## src/scc_pkg.sv

```systemverilog
// constants and types shared by the spi control block
package scc_pkg;

  // ----------------------------------------------------------------
  // register byte offsets
  // ----------------------------------------------------------------
  localparam logic [4:0] ADR_CTRL_MAIN = 5'h00;
  localparam logic [4:0] ADR_CTRL_OPTIONS = 5'h04;
  localparam logic [4:0] ADR_STATUS = 5'h08;
  localparam logic [4:0] ADR_DATA = 5'h0c;

  // ----------------------------------------------------------------
  // spi_control_main fields
  // ----------------------------------------------------------------
  localparam int MAIN_RX_FAULT_IRQ_EN = 7;
  localparam int MAIN_SYS_ENABLE = 6;
  localparam int MAIN_TX_EMPTY_IRQ_EN = 5;
  localparam int MAIN_MASTER_SELECT = 4;
  localparam int MAIN_CLOCK_POLARITY = 3;
  localparam int MAIN_CLOCK_PHASE = 2;
  localparam int MAIN_SELECT_OUT_EN = 1;
  localparam int MAIN_LOW_BIT_FIRST = 0;
  localparam logic [7:0] MAIN_RESET = 8'h00;

  // ----------------------------------------------------------------
  // spi_control_options fields
  // ----------------------------------------------------------------
  localparam int OPT_FAULT_DETECT_EN = 4;
  localparam int OPT_SINGLE_WIRE_OUT_EN = 3;
  localparam int OPT_WAIT_CLOCK_STOP = 1;
  localparam int OPT_SINGLE_WIRE_SELECT = 0;
  localparam logic [7:0] OPT_IMPL_MASK = 8'h1b;
  localparam logic [7:0] OPT_RESET = 8'h00;

  // ----------------------------------------------------------------
  // status fields
  // ----------------------------------------------------------------
  localparam int STAT_RX_FULL = 7;
  localparam int STAT_TX_EMPTY = 5;
  localparam int STAT_FAULT = 4;

  // ----------------------------------------------------------------
  // pin indices
  // ----------------------------------------------------------------
  localparam int PIN_SCK = 0;
  localparam int PIN_MOSI = 1;
  localparam int PIN_MISO = 2;
  localparam int PIN_SS = 3;
  localparam int PIN_COUNT = 4;

  // ----------------------------------------------------------------
  // timing
  // ----------------------------------------------------------------
  localparam int CLK_PERIOD_NS = 100;
  localparam int SCK_HALF_NS = 400;
  localparam int SCK_HALF_CYC = (SCK_HALF_NS + CLK_PERIOD_NS - 1) / CLK_PERIOD_NS;
  localparam logic [3:0] SCK_HALF_LAST = 4'(SCK_HALF_CYC - 1);
  localparam logic [4:0] EDGES_PER_BYTE = 5'h10;

  typedef enum logic [1:0] {
    SCC_IDLE = 2'b00,
    SCC_RUN = 2'b01,
    SCC_FIN = 2'b10
  } scc_state_t;

endpackage

```

## src/scc_shift_if.sv

```systemverilog
// signals between the control block and its shift engine
`timescale 1ns/10ps
interface scc_shift_if;
  logic enable;
  logic halt;
  logic master;
  logic clock_polarity;
  logic clock_phase;
  logic lsb_first;
  logic load;
  logic [7:0] load_data;
  logic sclk_in;
  logic selected;
  logic din;
  logic ready;
  logic busy;
  logic sclk_out;
  logic dout;
  logic done;
  logic [7:0] rx_data;

  modport ctrl (
    output enable, halt, master, clock_polarity, clock_phase, lsb_first, load, load_data, sclk_in, selected, din,
    input ready, busy, sclk_out, dout, done, rx_data
  );
  modport eng (
    input enable, halt, master, clock_polarity, clock_phase, lsb_first, load, load_data, sclk_in, selected, din,
    output ready, busy, sclk_out, dout, done, rx_data
  );
endinterface

```

## src/scc_shifter.sv

```systemverilog
// byte shift engine for master and slave transfers
`timescale 1ns/10ps
module scc_shifter (
  // clock and reset
  input wire logic clk_sys_i,
  input wire logic nrst_i,
  // control side
  scc_shift_if.eng sh
);

  scc_pkg::scc_state_t state;
  logic [7:0] tx;
  logic [7:0] rx;
  logic have;
  logic [3:0] timer;
  logic [4:0] ecnt;
  logic [2:0] bidx;
  logic [2:0] ridx;
  logic toggle;
  logic sclk_prev;
  logic edge_ev;
  logic [4:0] k;
  logic sample;
  logic advance;

  // ----------------------------------------------------------------
  // edge detection
  // ----------------------------------------------------------------
  always_ff @(posedge clk_sys_i or negedge nrst_i) begin
    if (!nrst_i) begin
      sclk_prev <= 1'b0;
    end else begin
      sclk_prev <= sh.sclk_in;
    end
  end

  always_comb begin
    if (sh.master) begin
      edge_ev = (state == scc_pkg::SCC_RUN) && (timer == scc_pkg::SCK_HALF_LAST);
    end else begin
      edge_ev = (state == scc_pkg::SCC_RUN) && (sh.sclk_in != sclk_prev);
    end
    edge_ev = edge_ev && !sh.halt;
    k = ecnt + 5'h01;
    sample = k[0] ^ sh.clock_phase;
    advance = !sample && !(sh.clock_phase && k == 5'h01) && (k != scc_pkg::EDGES_PER_BYTE);
  end

  assign sh.ready = (state == scc_pkg::SCC_IDLE) && !have && !(!sh.master && sh.selected);
  assign sh.busy = (state != scc_pkg::SCC_IDLE);
  assign sh.sclk_out = sh.clock_polarity ^ toggle;
  assign sh.dout = sh.lsb_first ? tx[bidx] : tx[3'h7 - bidx];

  // ----------------------------------------------------------------
  // transfer sequencing
  // ----------------------------------------------------------------
  always_ff @(posedge clk_sys_i or negedge nrst_i) begin
    if (!nrst_i) begin
      state <= scc_pkg::SCC_IDLE;
      have <= 1'b0;
      tx <= 8'h00;
      rx <= 8'h00;
      timer <= 4'h0;
      ecnt <= 5'h00;
      bidx <= 3'h0;
      ridx <= 3'h0;
      toggle <= 1'b0;
      sh.done <= 1'b0;
      sh.rx_data <= 8'h00;
    end else if (!sh.enable) begin
      state <= scc_pkg::SCC_IDLE;
      have <= 1'b0;
      toggle <= 1'b0;
      sh.done <= 1'b0;
    end else begin
      sh.done <= 1'b0;
      unique case (state)
        scc_pkg::SCC_IDLE: begin
          timer <= 4'h0;
          ecnt <= 5'h00;
          bidx <= 3'h0;
          ridx <= 3'h0;
          toggle <= 1'b0;
          if (sh.load) begin
            tx <= sh.load_data;
            have <= 1'b1;
          end
          if (sh.master ? (have || sh.load) : sh.selected) begin
            state <= scc_pkg::SCC_RUN;
            if (!have && !sh.load) begin
              tx <= 8'h00;
            end
          end
        end
        scc_pkg::SCC_RUN: begin
          if (!sh.master && !sh.selected) begin
            state <= scc_pkg::SCC_IDLE;
            have <= 1'b0;
          end else if (!sh.halt) begin
            timer <= (timer == scc_pkg::SCK_HALF_LAST) ? 4'h0 : timer + 4'h1;
            if (edge_ev) begin
              ecnt <= k;
              if (sh.master) begin
                toggle <= ~toggle;
              end
              if (sample) begin
                if (sh.lsb_first) begin
                  rx[ridx] <= sh.din;
                end else begin
                  rx[3'h7 - ridx] <= sh.din;
                end
                ridx <= ridx + 3'h1;
              end
              if (advance) begin
                bidx <= bidx + 3'h1;
              end
              if (k == scc_pkg::EDGES_PER_BYTE) begin
                state <= scc_pkg::SCC_FIN;
              end
            end
          end
        end
        scc_pkg::SCC_FIN: begin
          sh.done <= 1'b1;
          sh.rx_data <= rx;
          have <= 1'b0;
          toggle <= 1'b0;
          state <= scc_pkg::SCC_IDLE;
        end
        default: begin
          state <= scc_pkg::SCC_IDLE;
        end
      endcase
    end
  end

endmodule

```

## src/scc_top.sv

```systemverilog
// spi control registers, flags, pin ownership and link muxing
//
// Function
// - rx/fault interrupt enable requests interrupt while rx full or fault flag set.
// - clearing system enable aborts transfers, flushes buffers, resets state machines.
// - disabling clears rx full flag and sets tx empty flag.
// - tx interrupt enable requests interrupt while tx empty flag set.
// - master select picks slave at 0, master at 1.
// - clock polarity inverts serial clock; 1 idles high.
// - clock phase puts first edge mid first bit at 0, start at 1.
// - low bit first sends lsb first at 1, msb first at 0.
// - master without fault detect releases select pin to general purpose.
// - master with fault detect, no select out: select pin is fault input.
// - master with fault detect and select out drives select automatically.
// - slave always uses select pin as active-low input.
// - options bits 7,6,5,2 read zero.
// - single-wire out enable turns shared data driver on or off.
// - single-wire out enable ignored without single-wire mode.
// - wait clock stop halts shifting while processor in wait mode.
// - single-wire select chooses separate pins or one bidirectional pin.
// - single-wire slave carries data on the miso pin.
// - single-wire master carries data on the mosi pin.
// - disabled block releases all four pins to port control.
// - single-wire leaves the other data pin to general purpose.
`timescale 1ns/10ps
module scc_top (
  // clock and reset
  input wire logic clk_sys_i,
  input wire logic nrst_i,
  // wishbone slave
  input wire logic wb_cyc_i,
  input wire logic wb_stb_i,
  input wire logic wb_we_i,
  input wire logic [4:0] wb_adr_i,
  input wire logic [3:0] wb_sel_i,
  input wire logic [31:0] wb_dat_i,
  output logic [31:0] wb_dat_o,
  output logic wb_ack_o,
  // processor state
  input wire logic wait_mode_i,
  // serial clock pin
  input wire logic serial_clock_pin_i,
  output logic serial_clock_pin_o,
  output logic serial_clock_pin_oe_n_o,
  // mosi pin
  input wire logic mosi_pin_i,
  output logic mosi_pin_o,
  output logic mosi_pin_oe_n_o,
  // miso pin
  input wire logic miso_pin_i,
  output logic miso_pin_o,
  output logic miso_pin_oe_n_o,
  // slave select pin
  input wire logic ss_pin_i,
  output logic ss_pin_o,
  output logic ss_pin_oe_n_o,
  // pin ownership and interrupt
  output logic [3:0] pin_spi_own_o,
  output logic irq_o
);

  scc_shift_if sh ();

  logic [7:0] spi_control_main;
  logic [7:0] spi_control_options;
  logic [3:0] pin_raw;
  logic [3:0] sync1;
  logic [3:0] sync2;
  logic rx_full_flag;
  logic tx_empty_flag;
  logic fault_flag;
  logic seen_rx;
  logic seen_tx;
  logic seen_fault;
  logic tx_full;
  logic [7:0] tx_buf;
  logic [7:0] rx_buf;
  logic [7:0] rd_mux;
  logic bus_req;
  logic bus_done;
  logic wr_done;
  logic rd_done;
  logic data_wr_ok;
  logic fault_evt;
  logic sys_enable;
  logic master_select;
  logic fault_detect_en;
  logic select_out_en;
  logic single_wire_select;
  logic single_wire_out_en;
  logic bidir_drive;
  logic [3:0] next_own;
  logic [3:0] next_oe_n;

  // ----------------------------------------------------------------
  // field decode
  // ----------------------------------------------------------------
  assign sys_enable = spi_control_main[scc_pkg::MAIN_SYS_ENABLE];
  assign master_select = spi_control_main[scc_pkg::MAIN_MASTER_SELECT];
  assign select_out_en = spi_control_main[scc_pkg::MAIN_SELECT_OUT_EN];
  assign fault_detect_en = spi_control_options[scc_pkg::OPT_FAULT_DETECT_EN];
  assign single_wire_select = spi_control_options[scc_pkg::OPT_SINGLE_WIRE_SELECT];
  assign single_wire_out_en = spi_control_options[scc_pkg::OPT_SINGLE_WIRE_OUT_EN];
  // out enable only counts in single-wire mode
  assign bidir_drive = single_wire_select & single_wire_out_en;

  // ----------------------------------------------------------------
  // pin synchronisers
  // ----------------------------------------------------------------
  assign pin_raw = {ss_pin_i, miso_pin_i, mosi_pin_i, serial_clock_pin_i};

  genvar g;
  generate
    for (g = 0; g < scc_pkg::PIN_COUNT; g = g + 1) begin : g_sync
      always_ff @(posedge clk_sys_i or negedge nrst_i) begin
        if (!nrst_i) begin
          sync1[g] <= 1'b1;
          sync2[g] <= 1'b1;
        end else begin
          sync1[g] <= pin_raw[g];
          sync2[g] <= sync1[g];
        end
      end
    end
  endgenerate

  // ----------------------------------------------------------------
  // shift engine hookup
  // ----------------------------------------------------------------
  assign sh.enable = sys_enable & !fault_evt;
  assign sh.halt = spi_control_options[scc_pkg::OPT_WAIT_CLOCK_STOP] & wait_mode_i;
  assign sh.master = master_select;
  assign sh.clock_polarity = spi_control_main[scc_pkg::MAIN_CLOCK_POLARITY];
  assign sh.clock_phase = spi_control_main[scc_pkg::MAIN_CLOCK_PHASE];
  assign sh.lsb_first = spi_control_main[scc_pkg::MAIN_LOW_BIT_FIRST];
  assign sh.load = tx_full & sh.ready & sys_enable;
  assign sh.load_data = tx_buf;
  assign sh.sclk_in = sync2[scc_pkg::PIN_SCK];
  assign sh.selected = !sync2[scc_pkg::PIN_SS];

  // data input pin by mode
  always_comb begin
    if (master_select) begin
      sh.din = single_wire_select ? sync2[scc_pkg::PIN_MOSI] : sync2[scc_pkg::PIN_MISO];
    end else begin
      sh.din = single_wire_select ? sync2[scc_pkg::PIN_MISO] : sync2[scc_pkg::PIN_MOSI];
    end
  end

  scc_shifter u_shifter (
    .clk_sys_i(clk_sys_i),
    .nrst_i(nrst_i),
    .sh(sh)
  );

  // master sees select low while acting as fault input
  assign fault_evt = sys_enable & master_select & fault_detect_en & !select_out_en
                     & !sync2[scc_pkg::PIN_SS];

  // ----------------------------------------------------------------
  // wishbone slave
  // ----------------------------------------------------------------
  assign bus_req = wb_cyc_i & wb_stb_i;
  // effects land on the edge where the master sees ack
  assign bus_done = bus_req & wb_ack_o;
  assign wr_done = bus_done & wb_we_i & wb_sel_i[0];
  assign rd_done = bus_done & !wb_we_i;
  assign data_wr_ok = wr_done & (wb_adr_i == scc_pkg::ADR_DATA) & sys_enable & tx_empty_flag & seen_tx;

  always_comb begin
    unique case (wb_adr_i)
      scc_pkg::ADR_CTRL_MAIN: rd_mux = spi_control_main;
      scc_pkg::ADR_CTRL_OPTIONS: rd_mux = spi_control_options & scc_pkg::OPT_IMPL_MASK;
      scc_pkg::ADR_STATUS: rd_mux = {rx_full_flag, 1'b0, tx_empty_flag, fault_flag, 4'h0};
      scc_pkg::ADR_DATA: rd_mux = rx_buf;
      default: rd_mux = 8'h00;
    endcase
  end

  always_ff @(posedge clk_sys_i or negedge nrst_i) begin
    if (!nrst_i) begin
      wb_ack_o <= 1'b0;
      wb_dat_o <= 32'h0000_0000;
    end else begin
      wb_ack_o <= bus_req & !wb_ack_o;
      if (bus_req & !wb_ack_o) begin
        wb_dat_o <= {24'h00_0000, rd_mux};
      end
    end
  end

  // ----------------------------------------------------------------
  // control registers
  // ----------------------------------------------------------------
  always_ff @(posedge clk_sys_i or negedge nrst_i) begin
    if (!nrst_i) begin
      spi_control_main <= scc_pkg::MAIN_RESET;
      spi_control_options <= scc_pkg::OPT_RESET;
    end else if (wr_done) begin
      if (wb_adr_i == scc_pkg::ADR_CTRL_MAIN) begin
        spi_control_main <= wb_dat_i[7:0];
      end
      if (wb_adr_i == scc_pkg::ADR_CTRL_OPTIONS) begin
        spi_control_options <= wb_dat_i[7:0] & scc_pkg::OPT_IMPL_MASK;
      end
    end
  end

  // ----------------------------------------------------------------
  // status flags and buffers
  // ----------------------------------------------------------------
  always_ff @(posedge clk_sys_i or negedge nrst_i) begin
    if (!nrst_i) begin
      rx_full_flag <= 1'b0;
      rx_buf <= 8'h00;
      seen_rx <= 1'b0;
    end else if (!sys_enable) begin
      rx_full_flag <= 1'b0;
      seen_rx <= 1'b0;
    end else if (sh.done) begin
      // a completing byte beats a clearing read
      rx_full_flag <= 1'b1;
      rx_buf <= sh.rx_data;
    end else if (rd_done & (wb_adr_i == scc_pkg::ADR_STATUS) & rx_full_flag) begin
      seen_rx <= 1'b1;
    end else if (rd_done & (wb_adr_i == scc_pkg::ADR_DATA) & seen_rx) begin
      rx_full_flag <= 1'b0;
      seen_rx <= 1'b0;
    end
  end

  always_ff @(posedge clk_sys_i or negedge nrst_i) begin
    if (!nrst_i) begin
      tx_empty_flag <= 1'b1;
      tx_full <= 1'b0;
      tx_buf <= 8'h00;
      seen_tx <= 1'b0;
    end else if (!sys_enable) begin
      tx_empty_flag <= 1'b1;
      tx_full <= 1'b0;
      seen_tx <= 1'b0;
    end else if (sh.load) begin
      tx_empty_flag <= 1'b1;
      tx_full <= 1'b0;
    end else if (data_wr_ok) begin
      tx_buf <= wb_dat_i[7:0];
      tx_full <= 1'b1;
      tx_empty_flag <= 1'b0;
      seen_tx <= 1'b0;
    end else if (rd_done & (wb_adr_i == scc_pkg::ADR_STATUS) & tx_empty_flag) begin
      seen_tx <= 1'b1;
    end
  end

  always_ff @(posedge clk_sys_i or negedge nrst_i) begin
    if (!nrst_i) begin
      fault_flag <= 1'b0;
      seen_fault <= 1'b0;
    end else if (fault_evt) begin
      fault_flag <= 1'b1;
    end else if (rd_done & (wb_adr_i == scc_pkg::ADR_STATUS) & fault_flag) begin
      seen_fault <= 1'b1;
    end else if (wr_done & (wb_adr_i == scc_pkg::ADR_CTRL_MAIN) & seen_fault) begin
      fault_flag <= 1'b0;
      seen_fault <= 1'b0;
    end
  end

  // ----------------------------------------------------------------
  // interrupt request
  // ----------------------------------------------------------------
  always_ff @(posedge clk_sys_i or negedge nrst_i) begin
    if (!nrst_i) begin
      irq_o <= 1'b0;
    end else begin
      irq_o <= (spi_control_main[scc_pkg::MAIN_RX_FAULT_IRQ_EN] & (rx_full_flag | fault_flag))
               | (spi_control_main[scc_pkg::MAIN_TX_EMPTY_IRQ_EN] & tx_empty_flag);
    end
  end

  // ----------------------------------------------------------------
  // pin ownership and drivers
  // ----------------------------------------------------------------
  always_comb begin
    next_own = 4'h0;
    next_oe_n = 4'hf;
    if (sys_enable) begin
      next_own[scc_pkg::PIN_SCK] = 1'b1;
      next_oe_n[scc_pkg::PIN_SCK] = !master_select;
      if (master_select) begin
        next_own[scc_pkg::PIN_MOSI] = 1'b1;
        next_oe_n[scc_pkg::PIN_MOSI] = single_wire_select ? !bidir_drive : 1'b0;
        next_own[scc_pkg::PIN_MISO] = !single_wire_select;
        next_own[scc_pkg::PIN_SS] = fault_detect_en;
        next_oe_n[scc_pkg::PIN_SS] = !(fault_detect_en & select_out_en);
      end else begin
        next_own[scc_pkg::PIN_MOSI] = !single_wire_select;
        next_own[scc_pkg::PIN_MISO] = 1'b1;
        // slave only drives while selected, to share the line
        next_oe_n[scc_pkg::PIN_MISO] = !(sh.selected & (!single_wire_select | bidir_drive));
        next_own[scc_pkg::PIN_SS] = 1'b1;
      end
    end
  end

  always_ff @(posedge clk_sys_i or negedge nrst_i) begin
    if (!nrst_i) begin
      pin_spi_own_o <= 4'h0;
      serial_clock_pin_oe_n_o <= 1'b1;
      mosi_pin_oe_n_o <= 1'b1;
      miso_pin_oe_n_o <= 1'b1;
      ss_pin_oe_n_o <= 1'b1;
    end else begin
      pin_spi_own_o <= next_own;
      serial_clock_pin_oe_n_o <= next_oe_n[scc_pkg::PIN_SCK];
      mosi_pin_oe_n_o <= next_oe_n[scc_pkg::PIN_MOSI];
      miso_pin_oe_n_o <= next_oe_n[scc_pkg::PIN_MISO];
      ss_pin_oe_n_o <= next_oe_n[scc_pkg::PIN_SS];
    end
  end

  always_ff @(posedge clk_sys_i or negedge nrst_i) begin
    if (!nrst_i) begin
      serial_clock_pin_o <= 1'b0;
      mosi_pin_o <= 1'b0;
      miso_pin_o <= 1'b0;
      ss_pin_o <= 1'b1;
    end else begin
      serial_clock_pin_o <= sh.sclk_out;
      mosi_pin_o <= sh.dout;
      miso_pin_o <= sh.dout;
      ss_pin_o <= !sh.busy;
    end
  end

endmodule

```

## config.mk

```make
export PLATFORM = sky130hd
export DESIGN_NAME = scc_top
export DESIGN_NICKNAME = d
export VERILOG_FILES = /design/src/scc_pkg.sv /design/src/scc_shift_if.sv /design/src/scc_shifter.sv /design/src/scc_top.sv
export SDC_FILE = /design/constraint.sdc
export NUM_CORES = 1
export LEC_CHECK = 0
export ABC_CLOCK_PERIOD_IN_PS = 3000
export BUFFER_PORTS_ARGS = -buffer_cell sky130_fd_sc_hd__buf_4
export CAP_MARGIN = 20
export CORE_MARGIN = 2
export CORE_UTILIZATION = 50
export DETAILED_ROUTE_END_ITERATION = 8
export PLACE_DENSITY = 0.73
export SETUP_SLACK_MARGIN = 0.3
export SYNTH_ARGS = -nofsm -noshare
export SYNTH_HDL_FRONTEND = slang
export SYNTH_SLANG_ARGS = --single-unit
export TNS_END_PERCENT = 50
```

## constraint.sdc

```tcl
create_clock -name clk_sys_i -period 3 [get_ports clk_sys_i]
set_input_delay 0.6 -clock clk_sys_i [delete_from_list [all_inputs] [get_ports clk_sys_i]]
set_output_delay 0.6 -clock clk_sys_i [all_outputs]
set_load 0.02 [all_outputs]
```

# Yosys cells after proc, flatten, opt, wreduce, memory -nomap -nowiden
# Cells that the tools add are included.
# totals
regBits,109
romBits,0
ramBits,0
n_memories,0
elab_cells,273
latch_bits,0
in_bits,51
# classes
bitwise_logic,41
addsub,6
eq_ne,35
magnitude_cmp,6
div_mod_pow,0
shift,0
n_mux,86
multipliers,0
n_reduce_logical,57
# op_table
operator,n
1-bit 2-to-1 mux,45
8-bit 2-to-1 mux,4
8-bit one-hot mux with 4 select lines,1
1-bit bitwise AND,31
3-bit 2-to-1 mux,9
3-bit inequality test (second input constant),8
4-bit 2-to-1 mux,5
2-bit AND reduction,10
6-bit AND reduction,3
1-bit zero test,17
8-bit bitwise mux,2
3-bit by 4-bit < comparator with 1-bit output (second input constant),4
4-bit inequality test (second input constant),4
5-bit 2-to-1 mux,3
1-bit logical AND,13
2-bit 2-to-1 mux,6
3-bit by 1-bit inequality test with 1-bit output (second input constant),4
3-bit one-hot mux with 2 select lines,2
5-bit by 4-bit == test with 1-bit output (second input constant),2
2-bit inequality test (second input constant),5
5-bit one-hot mux with 2 select lines,1
5-bit AND reduction,2
4-bit one-hot mux with 2 select lines,1
4-bit AND reduction,2
other kinds (29),47

# Longest topological paths before layout
# depth
ltp_word,11
ltp_mapped,8
ltp_nobuf,8

# By module
# A second synthesis with hierarchy kept.
# unflattened
cells_unflattened,457
area_unflattened_um2,5368.9
# modules_own_cells
module,cells_each,seq_area_each_um2,n_inst,area_each_um2
scc_top,217,1619.1,1,2798.9
scc_shifter,240,1126.1,1,2570.0

# Worst setup path after synthesis
# Ideal clock, no wire load.
# synth_path
kind,flip-flop to flip-flop
start,reg u_shifter.timer[0]
end,reg u_shifter.rx[2]
period_less_slack_ns,2.365
required_time_ns,2.875
path_stages_with_launch,9
arrival_time_ns,2.240
n_path_buf,1
setup_slack_ns,0.635
cell_sequence,dfrtp_1 -> ha_1 -> or3b_4 -> o21ba_1 -> or4b_4 -> nor2_4 -> buf_6 -> nand2_1 -> mux2_4
# synth_between
elab_chain_len,5
# synth_lines
item,line,rtl
"start, declared",scc_shifter.sv:15,logic [3:0] timer;
"start signal, assigned",scc_shifter.sv:100,timer <= (timer == scc_pkg::SCK_HALF_LAST) ? 4'h0 : timer + 4'h1;
4-bit by 2-bit == test with 1-bit output,scc_shifter.sv:39,edge_ev = (state == scc_pkg::SCC_RUN) && (timer == scc_pkg::SCK_HALF_LAST);
1-bit logical AND,scc_shifter.sv:39,
1-bit 2-to-1 mux,scc_shifter.sv:38,if (sh.master) begin
1-bit logical AND,scc_shifter.sv:43,edge_ev = edge_ev && !sh.halt;
6-bit AND reduction (no line),n/a,
"end signal, assigned by index",scc_shifter.sv:108,rx[ridx] <= sh.din;
"end signal, assigned by index",scc_shifter.sv:110,rx[3'h7 - ridx] <= sh.din;
"end, declared",scc_shifter.sv:13,logic [7:0] rx;
# No other way between the ends.
# A chain may end at the register's enable or synchronous reset.

# Worst setup path after layout
# layout_path
start,reg u_shifter.timer[1]
end,reg u_shifter.rx[1]
# Same word-level chain as after synthesis.

==> impl_metrics.py <==
metrics = {
    "run_status": {
        "status": "complete, no violations",
    },
    "yosys": {
        "synth.yosys.warnings": 0,
        "syn_area_mm2": 0.00522,
        "sequential_area_share_after_synthesis": 0.526,
        "ys.flop_type": "dfrtp_1",
        "synth-edff-count": 0,
        "ys_async_sr_fraction": 1.00,
        "syn-mean-instance-area_um2": 11.2,
        "syn-instance-count": 468,
        "synth.distinct_cells": 58,
        "postSynthRegisterBits": 109,
    },
    "timing": {
        "final-hold-violation-count": 0,
        "slew-limit-headroom": 0.509,
        "final.setup.tns_ps": 0,
        "timing.fmax_mhz": 382,
        "setup_repair_after_global_routing_missed_its_margin": "false",
        "final_critical_path_setup_slack_ps": 379,
        "worstMarginPinSlew_ps": 735,
        "final_max_slew_viol_count": 0,
        "layout_worst_path_cycle_share": 0.874,
        "period_minus_slack_ps": 2620,
        "report.final.setup_viol": 0,
        "clock_skew_ps": 8.05,
    },
    "floorplan": {
        "core.rowCount": 37,
        "i_o_pins": 97,
        "core-area_mm2": 0.0102,
        "dieHeight_um": 106,
        "die-width_um": 106,
        "floorplan.initialDensity": 0.510,
        "dieArea_mm2": 0.0113,
    },
    "detailed_routing": {
        "first_pass_iters": 5,
        "wirelength_um": 10500,
        "initialDrtViolationCount": 302,
        "detail_route.vias_per_cell": 5.54,
        "drcViolationCount": 0,
        "wl_per_cell_um": 16.1,
        "antenna_left": 0,
        "via_count": 3632,
    },
    "flow_run": {
        "maxCapViolCount": 0,
    },
    "global_routing": {
        "via_count_of_the_first_global_routing_pass": 3397,
        "antenna_found_initial": 0,
        "grt_pass1_wl_um": 17100,
        "grt.overflow.total": 0,
        "gr-usage-all-layers": 0.194,
        "maximum_number_of_pins_on_one_net_before_global_route_repair": 60,
    },
    "worst_setup_path": {
        "regToRegSetupSlack_ps": 380,
        "crit_path_end_kind": "flip-flop",
        "critical-path-max-stage-delay_ps": 600,
        "critical_path.cell_chain": "ha_1 -> or3b_4 -> o21ba_1 -> or4b_4 -> nor2_2 -> nand2_1 -> mux2_4",
        "timing.critical_path.arrival_ps": 2890,
        "cp.required_ps": 3270,
        "critical_path_peak_fanout": 6,
        "worst_setup_path_start_kind": "flip-flop",
        "criticalPathCategory": "reg2reg",
        "critical-path-top-delay-family": "simple AND/OR/NAND/NOR gates",
        "buf_inv_stages_crit_path": 0,
        "critical-path-slowest-cell": "or4b_4",
    },
    "power_and_ir_drop": {
        "power_per_cell_area_mw_per_mm2": 440,
        "ir_worst_vdd_mv": 0.290,
        "p_leak_nw": 2.74,
        "total_power_draw_w": 0.00258,
    },
    "place": {
        "placedCellCount": 638,
        "buffer_ports.inserted": 45,
        "hpwl_um": 7590,
        "place.gp.congestion": 0.897,
        "preCtsSetupSlack_ps": 392,
    },
    "cts": {
        "cts_resized": 0,
        "htree_num_levels": 3,
        "cts_clk_pin_slew_worst_paths_ps": 100,
        "clock_insertion_delay_worst_skew_ps": 380,
        "cts_sinks": 109,
        "tritoncts": "done",
        "ctsLongestPathBuffers": 2,
        "cts_made_buffers": 9,
        "cts_root_buffer": "clkbuf_8",
    },
    "final_layout": {
        "area_delta_synth_final_pct": 12.1,
        "drive_gt1_frac": 0.287,
        "final_nets": 574,
        "insertedDiodeCount": 0,
        "final_common_cell": "dfrtp_1",
        "final_cell_mix": "dfrtp_1, buf_4, nand2_1, mux2_2, nor2_1",
        "final_cells": 656,
    },
    "hold_path": {
        "min_path_type": "in2async",
    },
}
kinds of logic (layout without fill, tap and decap cells):
kind of cell | after synthesis | in the layout | synth area share
DFF | 109 | 109 | 0.526
muxes | 57 | 57 | 0.139
xor gates and xnor gates | 7 | 7 | 0.0117
other | 1 | 24 | 0.000718
AOI/OAI and AO/OA | 99 | 99 | 0.120
buffers and inverters | 57 | 85 | 0.0609
adders and majority gates | 8 | 8 | 0.0192
and+or+nand+nor | 130 | 131 | 0.122
final timing paths:
kind,to,cells past startpoint,start
min reg2reg,sync2[2],0,sync1[2]
min,sh.load_data[2],1,nrst_i
min in group clk_sys_i,sync1[1],1,mosi_pin_i
max in group asynchronous,tx_empty_flag,2,nrst_i
max,u_shifter.rx[1],7,u_shifter.timer[1]
max reg2reg,u_shifter.rx[1],7,u_shifter.timer[1]
cell type report:
type | instances | area, um^2
Fill cell | 842 | 4380
Sequential cell | 109 | 2750
Multi-Input combinational cell | 326 | 2250
Timing Repair Buffer | 55 | 425
Tap cell | 136 | 170
Clock buffer | 11 | 141
Clock inverter | 5 | 67.6
Inverter | 14 | 52.6
power by group:
part           total, W  switching [W]  internal, W
clock network  0.000943       0.000520     0.000423
registers       0.00149     0.00000911      0.00149
logic          0.000137      0.0000953    0.0000419
synth_stat cells, drive strengths merged, types with 11 or more instances:
library cell / instances / share of area
nand2: 45 / 0.032
clkbuf: 13 / 0.0093
nor2: 30 / 0.023
o21ai: 29 / 0.028
dfstp: 14 / 0.070
dfrtp: 95 / 0.46
inv: 14 / 0.010
nand3: 11 / 0.011
mux2: 46 / 0.10
a21oi: 20 / 0.019
o22ai: 11 / 0.013
buf: 30 / 0.041
routing by layer:
metal / wire length, um / GRT usage / vias to the layer above / part of all wire
met5: 0 / 0 / - / 0
met4: 130 / 0.0714 / 0 / 0.012
met1: 4800 / 0.276 / 1789 / 0.46
met2: 5040 / 0.303 / 121 / 0.48
li1: - / - / 1711 / -
met3: 579 / 0.0276 / 11 / 0.055
sequential cells by signal (all words and copies together), names as in the netlist, 2 cells and up:
name                  count
rx_buf                    8
sh.load_data              8
spi_control_main          8
u_shifter.rx              8
u_shifter.sh.rx_data      8
u_shifter.tx              8
wb_dat_o                  8
u_shifter.ecnt            5
pin_spi_own_o             4
spi_control_options       4
sync1                     4
u_shifter.timer           4
sync2                     3
u_shifter.bidx            3
u_shifter.ridx            3
u_shifter.state           2
stage by stage:
step / instance area [um^2] / utilization / hold slack, ps
final: 5850 / 0.572 / 250
after global routing: 5850 / 0.572 / 306
after CTS: 5840 / 0.571 / 271
after detailed placement: 5630 / 0.550 / 347
after global placement: 5630 / 0.550 / 346
after floorplan: 5310 / - / 304
what timing repair did:
item	in CTS	in global routing
hold buffers	0	0
buffers inserted	0	1
endpoints found under the setup margin	0	7
endpoints found under the hold margin	0	0
Power figures use the tool's default switching activity.
